## config.mk

```make
export PLATFORM = sky130hd
export DESIGN_NAME = tif_irq
export DESIGN_NICKNAME = d
export VERILOG_FILES = /design/src/hdl/tif_pkg.sv /design/src/hdl/tif_evdet.sv /design/src/hdl/tif_irq.sv
export SDC_FILE = /design/constraint.sdc
export NUM_CORES = 1
export LEC_CHECK = 0
export BUFFER_PORTS_ARGS = -buffer_cell sky130_fd_sc_hd__buf_2
export CORE_UTILIZATION = 35
export CTS_CLUSTER_DIAMETER = 30
export DETAILED_ROUTE_END_ITERATION = 12
export PLACE_DENSITY = 0.59
export RECOVER_POWER = 100
export SKIP_LAST_GASP = 1
export SLEW_MARGIN = 10
export SYNTH_ARGS = -nofsm -noshare
export SYNTH_HDL_FRONTEND = slang
export SYNTH_SLANG_ARGS = --single-unit
```

## constraint.sdc

```tcl
create_clock -name pclk -period 4.35 [get_ports pclk]
set_input_delay 0.435 -clock pclk [delete_from_list [all_inputs] [get_ports pclk]]
set_output_delay 0.435 -clock pclk [all_outputs]
set_load 0.005 [all_outputs]
```

## src/hdl/tif_pkg.sv

```systemverilog
// Package with register map, field positions and encodings of the timer interrupt flag and mask block.
package tif_pkg;

  // Register byte addresses on the APB bus.
  // The mask register's printed offset is not word aligned, so it is kept as a word index.
  localparam logic [11:0] TIF_MASK_IDX = 12'h06E;
  localparam logic [11:0] TIF_MASK_ADDR = {TIF_MASK_IDX[9:0], 2'b00};
  localparam logic [11:0] TIF_FLAG_ADDR = 12'h070;
  localparam logic [11:0] TIF_MODE_ADDR = 12'h074;
  localparam logic [11:0] TIF_CNT_ADDR = 12'h078;
  localparam logic [11:0] TIF_CMPA_ADDR = 12'h07C;
  localparam logic [11:0] TIF_CMPB_ADDR = 12'h080;
  localparam logic [11:0] TIF_IEN_ADDR = 12'h084;
  localparam logic [11:0] TIF_ICLR_ADDR = 12'h088;
  localparam logic [11:0] TIF_ISTAT_ADDR = 12'h08C;

  // Bit positions shared by the mask and flag registers.
  localparam int TIF_BIT_OVF = 0;
  localparam int TIF_BIT_CMPA = 1;
  localparam int TIF_BIT_CMPB = 2;
  localparam int TIF_NBITS = 3;

  // Reset values.
  localparam logic [2:0] TIF_MASK_RST = 3'h0;
  localparam logic [2:0] TIF_FLAG_RST = 3'h0;
  localparam logic [2:0] TIF_MODE_RST = 3'h0;

  // Counter landmarks.
  localparam logic [7:0] TIF_MAX = 8'hFF;
  localparam logic [7:0] TIF_BOTTOM = 8'h00;

  // Waveform generation modes.
  localparam logic [2:0] TIF_WGM_NORMAL = 3'h0;
  localparam logic [2:0] TIF_WGM_PC_FF = 3'h1;
  localparam logic [2:0] TIF_WGM_CTC = 3'h2;
  localparam logic [2:0] TIF_WGM_FAST_FF = 3'h3;
  localparam logic [2:0] TIF_WGM_PC_A = 3'h5;
  localparam logic [2:0] TIF_WGM_FAST_A = 3'h7;

  // Event sticky bits in the system interrupt status register.
  localparam int TIF_EV_IRQ = 0;
  localparam int TIF_EV_BADADDR = 1;
  localparam int TIF_NEV = 2;

endpackage

```

## src/hdl/tif_evdet.sv

```systemverilog
// Overflow and compare event detector for the 8-bit timer counter value.
`timescale 1ns/1ps
module tif_evdet
  import tif_pkg::*;
#(
  parameter int WIDTH = 8
) (
  input wire logic pclk, // System clock.
  input wire logic presetn, // Asynchronous reset, active low.
  input wire logic [WIDTH-1:0] count_value, // Counter value, synchronised.
  input wire logic [WIDTH-1:0] cmp_a_value, // Compare A value.
  input wire logic [WIDTH-1:0] cmp_b_value, // Compare B value.
  input wire logic [2:0] wave_mode_sel, // Waveform generation mode.
  output logic ovf_ev, // One-cycle overflow event.
  output logic cmp_a_ev, // One-cycle compare A event.
  output logic cmp_b_ev // One-cycle compare B event.
);

  initial begin
    if (WIDTH != 8) $error("tif_evdet supports only an 8-bit counter");
  end

  logic [WIDTH-1:0] prev_cnt;
  logic next_ovf;
  logic next_a;
  logic next_b;
  logic changed;

  // Events fire once, on the cycle after the counter arrives at a value, so a stopped counter raises no repeat events.
  always_comb begin
    changed = (count_value != prev_cnt);
    next_a = changed && (count_value == cmp_a_value);
    next_b = changed && (count_value == cmp_b_value);
    case (wave_mode_sel)
      TIF_WGM_NORMAL, TIF_WGM_CTC, TIF_WGM_FAST_FF: next_ovf = changed && (count_value == TIF_MAX);
      TIF_WGM_PC_FF, TIF_WGM_PC_A: next_ovf = changed && (count_value == TIF_BOTTOM);
      TIF_WGM_FAST_A: next_ovf = changed && (count_value == cmp_a_value);
      default: next_ovf = 1'b0;
    endcase
  end

  always_ff @(posedge pclk or negedge presetn) begin
    if (!presetn) begin
      prev_cnt <= '0;
      ovf_ev <= 1'b0;
      cmp_a_ev <= 1'b0;
      cmp_b_ev <= 1'b0;
    end else begin
      prev_cnt <= count_value;
      ovf_ev <= next_ovf;
      cmp_a_ev <= next_a;
      cmp_b_ev <= next_b;
    end
  end

endmodule

```

## src/hdl/tif_irq.sv

```systemverilog
// Interrupt flag and mask logic of an 8-bit timer with an APB register slave.
`timescale 1ns/1ps
module tif_irq
  import tif_pkg::*;
#(
  parameter int CNT_WIDTH = 8
) (
  input wire logic pclk, // System clock, 50 MHz.
  input wire logic presetn, // Asynchronous reset, active low.
  input wire logic psel, // APB select.
  input wire logic penable, // APB enable.
  input wire logic pwrite, // APB direction, high for write.
  input wire logic [11:0] paddr, // APB byte address.
  input wire logic [31:0] pwdata, // APB write data.
  input wire logic [3:0] pstrb, // APB byte strobes.
  output logic [31:0] prdata, // APB read data.
  output logic pready, // APB ready.
  output logic pslverr, // APB error for unmapped address.
  input wire logic global_irq_enable, // Processor global interrupt enable.
  input wire logic [2:0] vector_ack, // Vector executed: bit 2 cmp B, 1 cmp A, 0 overflow.
  input wire logic force_cmp_a_strobe, // Software forced compare A strobe.
  input wire logic [CNT_WIDTH-1:0] count_value, // Counter value from the counting unit.
  output logic [2:0] irq_req, // Requests to the core: bit 2 cmp B, 1 cmp A, 0 overflow.
  output logic irq // System interrupt level.
);

  initial begin
    if (CNT_WIDTH != 8) $error("tif_irq supports only an 8-bit counter");
  end

  // ****************************************
  // Input synchronisers
  // ****************************************
  logic [CNT_WIDTH-1:0] cnt_s1;
  logic [CNT_WIDTH-1:0] cnt_s2;
  logic gie_s1;
  logic gie_s2;
  logic [2:0] ack_s1;
  logic [2:0] ack_s2;

  // The counter value comes from another timing source, so it is treated as asynchronous.
  // A multi-bit value may be caught mid-change; the event detector fires on any changed sample that matches, stable or not.
  always_ff @(posedge pclk or negedge presetn) begin
    if (!presetn) begin
      cnt_s1 <= '0;
      cnt_s2 <= '0;
      gie_s1 <= 1'b0;
      gie_s2 <= 1'b0;
      ack_s1 <= 3'h0;
      ack_s2 <= 3'h0;
    end else begin
      cnt_s1 <= count_value;
      cnt_s2 <= cnt_s1;
      gie_s1 <= global_irq_enable;
      gie_s2 <= gie_s1;
      ack_s1 <= vector_ack;
      ack_s2 <= ack_s1;
    end
  end

  // ****************************************
  // Registers
  // ****************************************
  logic [2:0] mask;
  logic [2:0] flags;
  logic [2:0] wave_mode_sel;
  logic [CNT_WIDTH-1:0] cmp_a_value;
  logic [CNT_WIDTH-1:0] cmp_b_value;
  logic [TIF_NEV-1:0] ev_en;
  logic [TIF_NEV-1:0] ev_stat;
  logic [2:0] next_mask;
  logic [2:0] next_flags;
  logic [2:0] next_mode;
  logic [CNT_WIDTH-1:0] next_cmpa;
  logic [CNT_WIDTH-1:0] next_cmpb;
  logic [TIF_NEV-1:0] next_ev_en;
  logic [TIF_NEV-1:0] next_ev_stat;
  logic [31:0] next_prdata;
  logic next_pslverr;
  logic next_pready;
  logic [2:0] next_irq_req;
  logic next_irq;
  logic ovf_ev;
  logic cmp_a_ev;
  logic cmp_b_ev;
  logic [2:0] set_ev;
  logic acc;
  logic wr;
  logic mapped;
  logic [2:0] w1c;
  logic [2:0] ack_prev;
  logic [2:0] ack_rise;
  logic irq_prev;

  function automatic logic is_mapped(input logic [11:0] a);
    case (a)
      TIF_MASK_ADDR, TIF_FLAG_ADDR, TIF_MODE_ADDR, TIF_CNT_ADDR, TIF_CMPA_ADDR,
      TIF_CMPB_ADDR, TIF_IEN_ADDR, TIF_ICLR_ADDR, TIF_ISTAT_ADDR: is_mapped = 1'b1;
      default: is_mapped = 1'b0;
    endcase
  endfunction

  tif_evdet #(
    .WIDTH(CNT_WIDTH)
  ) u_evdet (
    .pclk(pclk),
    .presetn(presetn),
    .count_value(cnt_s2),
    .cmp_a_value(cmp_a_value),
    .cmp_b_value(cmp_b_value),
    .wave_mode_sel(wave_mode_sel),
    .ovf_ev(ovf_ev),
    .cmp_a_ev(cmp_a_ev),
    .cmp_b_ev(cmp_b_ev)
  );

  // ****************************************
  // Register next-state logic
  // ****************************************
  always_comb begin
    // Zero wait states: the access phase always completes on its first cycle.
    acc = psel && penable && pready;
    wr = acc && pwrite;
    mapped = is_mapped(paddr);
    ack_rise = ack_s2 & ~ack_prev;
    // The forced compare strobe never reaches the flags; only real matches do.
    set_ev = {cmp_b_ev, cmp_a_ev, ovf_ev};
    w1c = (wr && paddr == TIF_FLAG_ADDR && pstrb[0]) ? pwdata[2:0] : 3'h0;
    next_mask = mask;
    next_mode = wave_mode_sel;
    next_cmpa = cmp_a_value;
    next_cmpb = cmp_b_value;
    next_ev_en = ev_en;
    if (wr && pstrb[0]) begin
      case (paddr)
        TIF_MASK_ADDR: next_mask = pwdata[2:0];
        TIF_MODE_ADDR: next_mode = pwdata[2:0];
        TIF_CMPA_ADDR: next_cmpa = pwdata[CNT_WIDTH-1:0];
        TIF_CMPB_ADDR: next_cmpb = pwdata[CNT_WIDTH-1:0];
        TIF_IEN_ADDR: next_ev_en = pwdata[TIF_NEV-1:0];
        default: next_mask = mask;
      endcase
    end
    // Clears take only ones; a new event in the same cycle wins over either clear.
    next_flags = (flags & ~w1c & ~ack_rise) | set_ev;
    next_irq_req = flags & mask & {3{gie_s2}};
    next_ev_stat = ev_stat;
    if (wr && paddr == TIF_ICLR_ADDR && pstrb[0]) begin
      next_ev_stat = ev_stat & ~pwdata[TIF_NEV-1:0];
    end
    if ((|irq_req) && !irq_prev) begin
      next_ev_stat[TIF_EV_IRQ] = 1'b1;
    end
    if (acc && !mapped) begin
      next_ev_stat[TIF_EV_BADADDR] = 1'b1;
    end
    next_irq = |(next_ev_stat & next_ev_en);
    next_prdata = prdata;
    next_pslverr = 1'b0;
    next_pready = 1'b0;
    if (psel && !penable) begin
      next_pready = 1'b1;
      next_pslverr = !mapped;
      next_prdata = 32'h0;
      if (!pwrite) begin
        case (paddr)
          TIF_MASK_ADDR: next_prdata = {29'h0, mask};
          TIF_FLAG_ADDR: next_prdata = {29'h0, flags};
          TIF_MODE_ADDR: next_prdata = {29'h0, wave_mode_sel};
          TIF_CNT_ADDR: next_prdata = {24'h0, cnt_s2};
          TIF_CMPA_ADDR: next_prdata = {24'h0, cmp_a_value};
          TIF_CMPB_ADDR: next_prdata = {24'h0, cmp_b_value};
          TIF_IEN_ADDR: next_prdata = {30'h0, ev_en};
          TIF_ISTAT_ADDR: next_prdata = {30'h0, ev_stat};
          default: next_prdata = 32'h0;
        endcase
      end
    end
  end

  always_ff @(posedge pclk or negedge presetn) begin
    if (!presetn) begin
      mask <= TIF_MASK_RST;
      flags <= TIF_FLAG_RST;
      wave_mode_sel <= TIF_MODE_RST;
      cmp_a_value <= '0;
      cmp_b_value <= '0;
      ev_en <= '0;
      ev_stat <= '0;
      ack_prev <= 3'h0;
      irq_prev <= 1'b0;
      irq_req <= 3'h0;
      irq <= 1'b0;
      prdata <= 32'h0;
      pready <= 1'b0;
      pslverr <= 1'b0;
    end else begin
      mask <= next_mask;
      flags <= next_flags;
      wave_mode_sel <= next_mode;
      cmp_a_value <= next_cmpa;
      cmp_b_value <= next_cmpb;
      ev_en <= next_ev_en;
      ev_stat <= next_ev_stat;
      ack_prev <= ack_s2;
      irq_prev <= |irq_req;
      irq_req <= next_irq_req;
      irq <= next_irq;
      prdata <= next_prdata;
      pready <= next_pready;
      pslverr <= next_pslverr;
    end
  end

endmodule

```

==> metrics.cfg, run 1 <==
[clock_network]
cts_tree=done
root_buffer=clkbuf_8
postCtsSetupBuffers=0
clk_path_buf_depth=2
h-tree-depth=3
numCtsBuffers=9
cts.sinks=82
cts_resized=0
hold_buffers=0
path_clk_slew_ps=90
clk_latency_ps=350

[logic_synthesis]
synthCells=300
syn_area_um2=3610
synth.area.top_cells=dfrtp_1, mux2_2, buf_4, xnor2_1, xor2_1
yosysMostFrequentCell=dfrtp_1
synth-seq-cells=82
ys.flop_type=dfrtp_1
synth_top_area_share_pct=56.8
yosysTopAreaCell=dfrtp_1
seq_area_frac_synth_pct=56.8
synth.distinct_cells=47
yosys_warnings=0
synth_common_cells=dfrtp_1, mux2_2, buf_4
synth_enable_flop_cells=0
avgSynthCellArea_um2=12.0
async_flop_share_pct=100

[min_path]
min_from=count_value[3]
hold_depth=1
min-delay-path-class=in2reg
min_to=cnt_s1[3]

[setup_path]
required_ps=4610
crit_path_start_kind=input port
path_class=in2reg
reg2reg_slack_ps=2350
cp-startpoint=paddr[4]
rr_startpoint=pready
rr_worst_depth=4
r2r-end=cmp_a_value[2]
critical_path_arrival_ps=3380
critPathMaxFanout=9
crit_path_end_kind=flip-flop

[routing]
vias=2316
avgViaCountPerCell=4.80
wire_per_inst_um=14.5
ant_nets=0
drc=0
drt_iter0_drc=113
wl_um=7010
drt_first_pass_iters=5

[timing]
finClkSkew_ps=11.2
relSlewSlack_pct=-31.0
period_share_pct=71.7
fmax_mhz=320
rsz0062_at_grt=no
fin_tns_setup_ps=0
tightest_slew_ps=1960
final.min_clock_period_ps=3120
setup_viol=0
slew_viol_final=93
hold_viol=0

[place]
gp_congestion=0.792
io_buffers=51
place.detailed.hpwl_um=5020
place_area_um2=3880

[cells_and_area]
fillers=1008
insertedDiodeCount=0
drive_above_1_share_pct=26.1
design_area_um2=4050
fin_nets=410
synthToLayoutAreaGrowth_pct=12.2

[die]
dieArea_um2=10700
rows=36
initial_core_util_pct=36.5
die_w_um=104
io_pins=104
core_um2=9910
die_h_um=104

[grt]
grt_pass1_vias=2362
antenna_found_initial=0
grt_pass1_wl_um=11600
grt_start_max_net_pins=83
overflow=0
grt_usage_pct=13.8

[flow_run]
drv_cap=2

[pwr]
power_leakage_nw=1.91
power_density_nw_per_um2=354
irDropWorstVdd_mv=0.235

[status]
status=complete, but fails checks
violations=capacitance limit, slew limit

layer usage:
metal  vias to the layer above  track usage, %  share of wire [%]
met5                         -               0                  0
li1                       1100               -                  -
met1                      1124            18.1                 47
met4                         0            6.31                1.9
met2                        77            21.6                 46
met3                        15            3.59                4.9
how the worst max path moves through the flow:
stage,slack [ps],to
after floorplan,2250,cmp_a_value[0]
after global placement,1870,cmp_a_value[2]
after detailed placement,1870,cmp_a_value[4]
after CTS,2260,cmp_a_value[4]
after global routing,1030,prdata[1]
final,1230,prdata[1]
layout by cell type (no fill, tap or decap), types with 3 or more instances in the layout:
cell       n
a21oi_1    4
a222oi_1   3
a22o_1     5
a31o_2     4
and2_1     4
and3_1    10
buf_2     41
clkbuf_1   9
clkbuf_8   9
conb_1    24
dfrtp_1   82
inv_1      3
mux2_2    26
nand2_1   18
nand2b_1   4
nand3_1    8
nand4_1    8
nor2_1     6
nor2b_1    3
nor4_1     8
o21ai_0    8
or3_1      3
xnor2_1   16
xor2_1     8
layout make-up:
class / instances / area, um2 / area share, %
clock buffer: 9 / 124 / 3.06
timing repair buffer: 51 / 244 / 6.02
tap: 133 / 166 / 4.10
sequential: 82 / 2050 / 50.6
clock inverter: 7 / 88.8 / 2.19
inverter: 3 / 11.3 / 0.278
multi-input combinational: 197 / 1370 / 33.7
kinds of logic (layout without fill, tap and decap cells):
| family | count (synthesis) | count (layout) | share of synthesized area (%) |
|---|---|---|---|
| multiplexers | 28 | 28 | 8.66 |
| buffers and inverters | 44 | 70 | 7.14 |
| flip-flops | 82 | 82 | 56.8 |
| XOR/XNOR | 24 | 24 | 5.82 |
| other | 1 | 24 | 0.104 |
| AO/OA/AOI/OAI | 34 | 34 | 6.93 |
| AND/OR/NAND/NOR | 87 | 87 | 14.5 |
report_power, final:
group	total, mW	switching, mW	internal, mW
logic	0.0727	0.0443	0.0285
clock network	0.568	0.292	0.276
registers	0.795	0.0157	0.779
registers in the layout, summed over array words and instances (netlist names), 2 cells and up:
name              cells
cnt_s1                8
cmp_a_value           8
cnt_s2                8
ev_en                 2
ack_prev              3
wave_mode_sel         3
prdata                8
ack_s2                3
cmp_b_value           8
ev_stat               2
ack_s1                3
flags                 3
mask                  3
irq_req               3
u_evdet.prev_cnt      8
through the flow:
step / power (mW) / hold WS, ps / worst slack (ps) / util, % / std cells
after floorplan: 0.857 / 139 / 2250 / - / 323
after global placement: 0.884 / 332 / 1870 / 39.1 / 466
after detailed placement: 0.886 / 335 / 1870 / 39.1 / 466
after CTS: 1.45 / 168 / 2260 / 41.3 / 482
after global routing: 1.49 / 161 / 1030 / 40.9 / 482
final: 1.44 / 181 / 1230 / 40.9 / 482
worst max-delay path, cell delays in order:
cell	delay, ps
clkbuf_1	110
or4b_4	540
nor4_1	1510
o31ai_1	490
a32oi_1	300
No activity file was read; power rests on OpenSTA's default activity.
==> run 2, diff against run 1 <==
ABC_AREA = 1   (was default)
PLACE_DENSITY = 0.6   (was 0.59)
clock period = 2.83 ns   (was 4.35 ns; I/O delays follow)
==> run 2 against run 1 <==
  * The run still ends with capacitance limit, slew limit left
  * Routed wire length rose by 6.9%
  * Via count rose by 19%
  * Sequential power rose by 53%
  * Register-to-register slack got worse by 1400 ps
  * Die area rose by 6.1%
  * Setup slack got worse by 370 ps
  * Sequential share of layout area fell by 2.3 points
  * Combinational power rose by 75%
  * Area after synthesis rose by 6.3%
  * Critical path depth rose by 4
  * Critical endpoint is now cmp_b_value[1]
  * Largest cell class unchanged
==> metrics.cfg, run 2 <==
[status]
status=complete, but fails checks
violations=capacitance limit, slew limit

[clock_network]
hold_buffers=0
h-tree-depth=3
clk_latency_ps=360
clk_path_buf_depth=2
postCtsSetupBuffers=0
root_buffer=clkbuf_8
cts.sinks=82
cts_tree=done
numCtsBuffers=9
path_clk_slew_ps=80
cts_resized=0

[timing]
setup_viol=0
fin_tns_setup_ps=0
tightest_slew_ps=1980
period_share_pct=69.6
timing.hold.ws_ps=27.3
relSlewSlack_pct=-31.7
slew_viol_final=83
final.min_clock_period_ps=1970
fmax_mhz=508
finClkSkew_ps=10.3
hold_viol=0
rsz0062_at_grt=no

[cells_and_area]
drive_above_1_share_pct=16.5
final_cell_mix=nand2_1, dfrtp_1, inv_1
seq_area_um2=2050
fin_nets=545
multi_input_area_um2=1400
fillers=1074
final_common_cell=nand2_1
insertedDiodeCount=0
synthToLayoutAreaGrowth_pct=10.6

[die]
io_pins=104
die_w_um=107
core_um2=10500
initial_core_util_pct=36.7
rows=37
die_h_um=107
dieArea_um2=11400

[grt]
grt_pass1_vias=2614
grt_usage_pct=14.3
overflow=0
antenna_found_initial=0
grt_start_max_net_pins=83
grt_pass1_wl_um=12500

[routing]
vias=2762
wire_per_inst_um=12.1
drt_iter0_drc=141
avgViaCountPerCell=4.45
drt_first_pass_iters=5
ant_nets=0
drc=0
wl_um=7490

[logic_synthesis]
async_flop_share_pct=100
synth_top_area_share_pct=53.5
syn_area_um2=3840
yosysTopAreaCell=dfrtp_1
synth.area.top_cells=dfrtp_1, nand2_1, buf_4, inv_1, xnor2_1
synth.distinct_cells=35
ys.flop_type=dfrtp_1
synthCells=427
yosysMostFrequentCell=nand2_1
synth_common_cells=nand2_1, dfrtp_1, inv_1
yosys_warnings=0
seq_area_frac_synth_pct=53.5
avgSynthCellArea_um2=8.99
synth-seq-cells=82
synth_enable_flop_cells=0

[setup_path]
crit_path_end_kind=flip-flop
required_ps=3050
critical_path_arrival_ps=2190
crit_path_start_kind=input port
path_class=in2reg
critPathMaxFanout=16

[pwr]
power_density_nw_per_um2=498
irDropWorstVdd_mv=0.230
power_leakage_nw=2.11

[min_path]
min-delay-path-class=in2reg

[place]
gp_congestion=0.772
place.detailed.hpwl_um=5530
io_buffers=51

[flow_run]
drv_cap=1

## run 2: cell types whose count changed after synthesis, moves of 7 or more
| cell | before | now |
|---|---|---|
| clkbuf_1 | 13 | 2 |
| o21ai_1 | 1 | 21 |
| and3_1 | 10 | 2 |
| nand3_1 | 8 | 21 |
| o21ai_0 | 7 | 20 |
| inv_1 | 3 | 47 |
| nand2_1 | 18 | 102 |
| nor2_4 | 0 | 7 |
| nor2_1 | 6 | 26 |
| mux2_2 | 26 | 0 |
## run 2: cells by family after synthesis
group / after synthesis / synth area share [%]
compound gates: 47 / 6.81
xor+xnor: 21 / 4.79
buf+inv: 86 / 11.2
flops: 82 / 53.5
simple gates: 190 / 23.7
other cells: 1 / 0.0977
## run 2: metrics by stage
step | utilization (%) | setup slack, ps | std cells | instance area [um2] | power (mW)
after floorplan | - | 1570 | 450 | 3930 | 1.33
after global placement | 39.4 | 1220 | 604 | 4120 | 1.37
after detailed placement | 39.4 | 1160 | 604 | 4120 | 1.38
after CTS | 41.1 | 1260 | 620 | 4300 | 2.15
after global routing | 40.6 | 596 | 620 | 4250 | 2.22
final | 40.6 | 860 | 620 | 4250 | 2.12
## run 2: final cells by class
type / instances / area share [%]
timing repair buffer: 51 / 5.81
tap: 136 / 4.01
multi-input combinational: 282 / 33.0
clock inverter: 7 / 1.24
clock buffer: 9 / 2.92
inverter: 53 / 4.72
sequential: 82 / 48.3
## run 2: worst max-delay path, stage by stage
cell,delay [ps]
buf_2,90
inv_1,80
nand2_1,60
nor2_1,620
nand3_1,260
inv_1,210
nand2_1,320
nand2_1,170
o21ai_0,90
## run 2: layer usage
layer | global-route usage (%) | share of wire, % | wire [um]
met1 | 20.3 | 49 | 3710
met2 | 21.3 | 43 | 3250
met3 | 2.74 | 5.9 | 441
met4 | 6.16 | 1.2 | 91
met5 | 0 | 0 | 0
## run 2: path summary, 6_finish.rpt
path                               start             end  slack, ps  cells after the start
hold reg to reg                cnt_s1[7]       cnt_s2[7]        350                      0
min in group asynchronous        presetn       cnt_s1[6]        480                      1
setup / recovery                paddr[9]  cmp_b_value[1]        860                      9
max in group asynchronous        presetn        irq_prev       1190                      1
setup reg to reg                  pready  cmp_a_value[3]        950                      4
hold / removal             vector_ack[1]       ack_s1[1]         30                      1
## run 2: power breakdown
group | switching [mW] | internal, mW
Sequential | 0.0213 | 1.20
Clock | 0.443 | 0.324
Combinational | 0.0827 | 0.0443
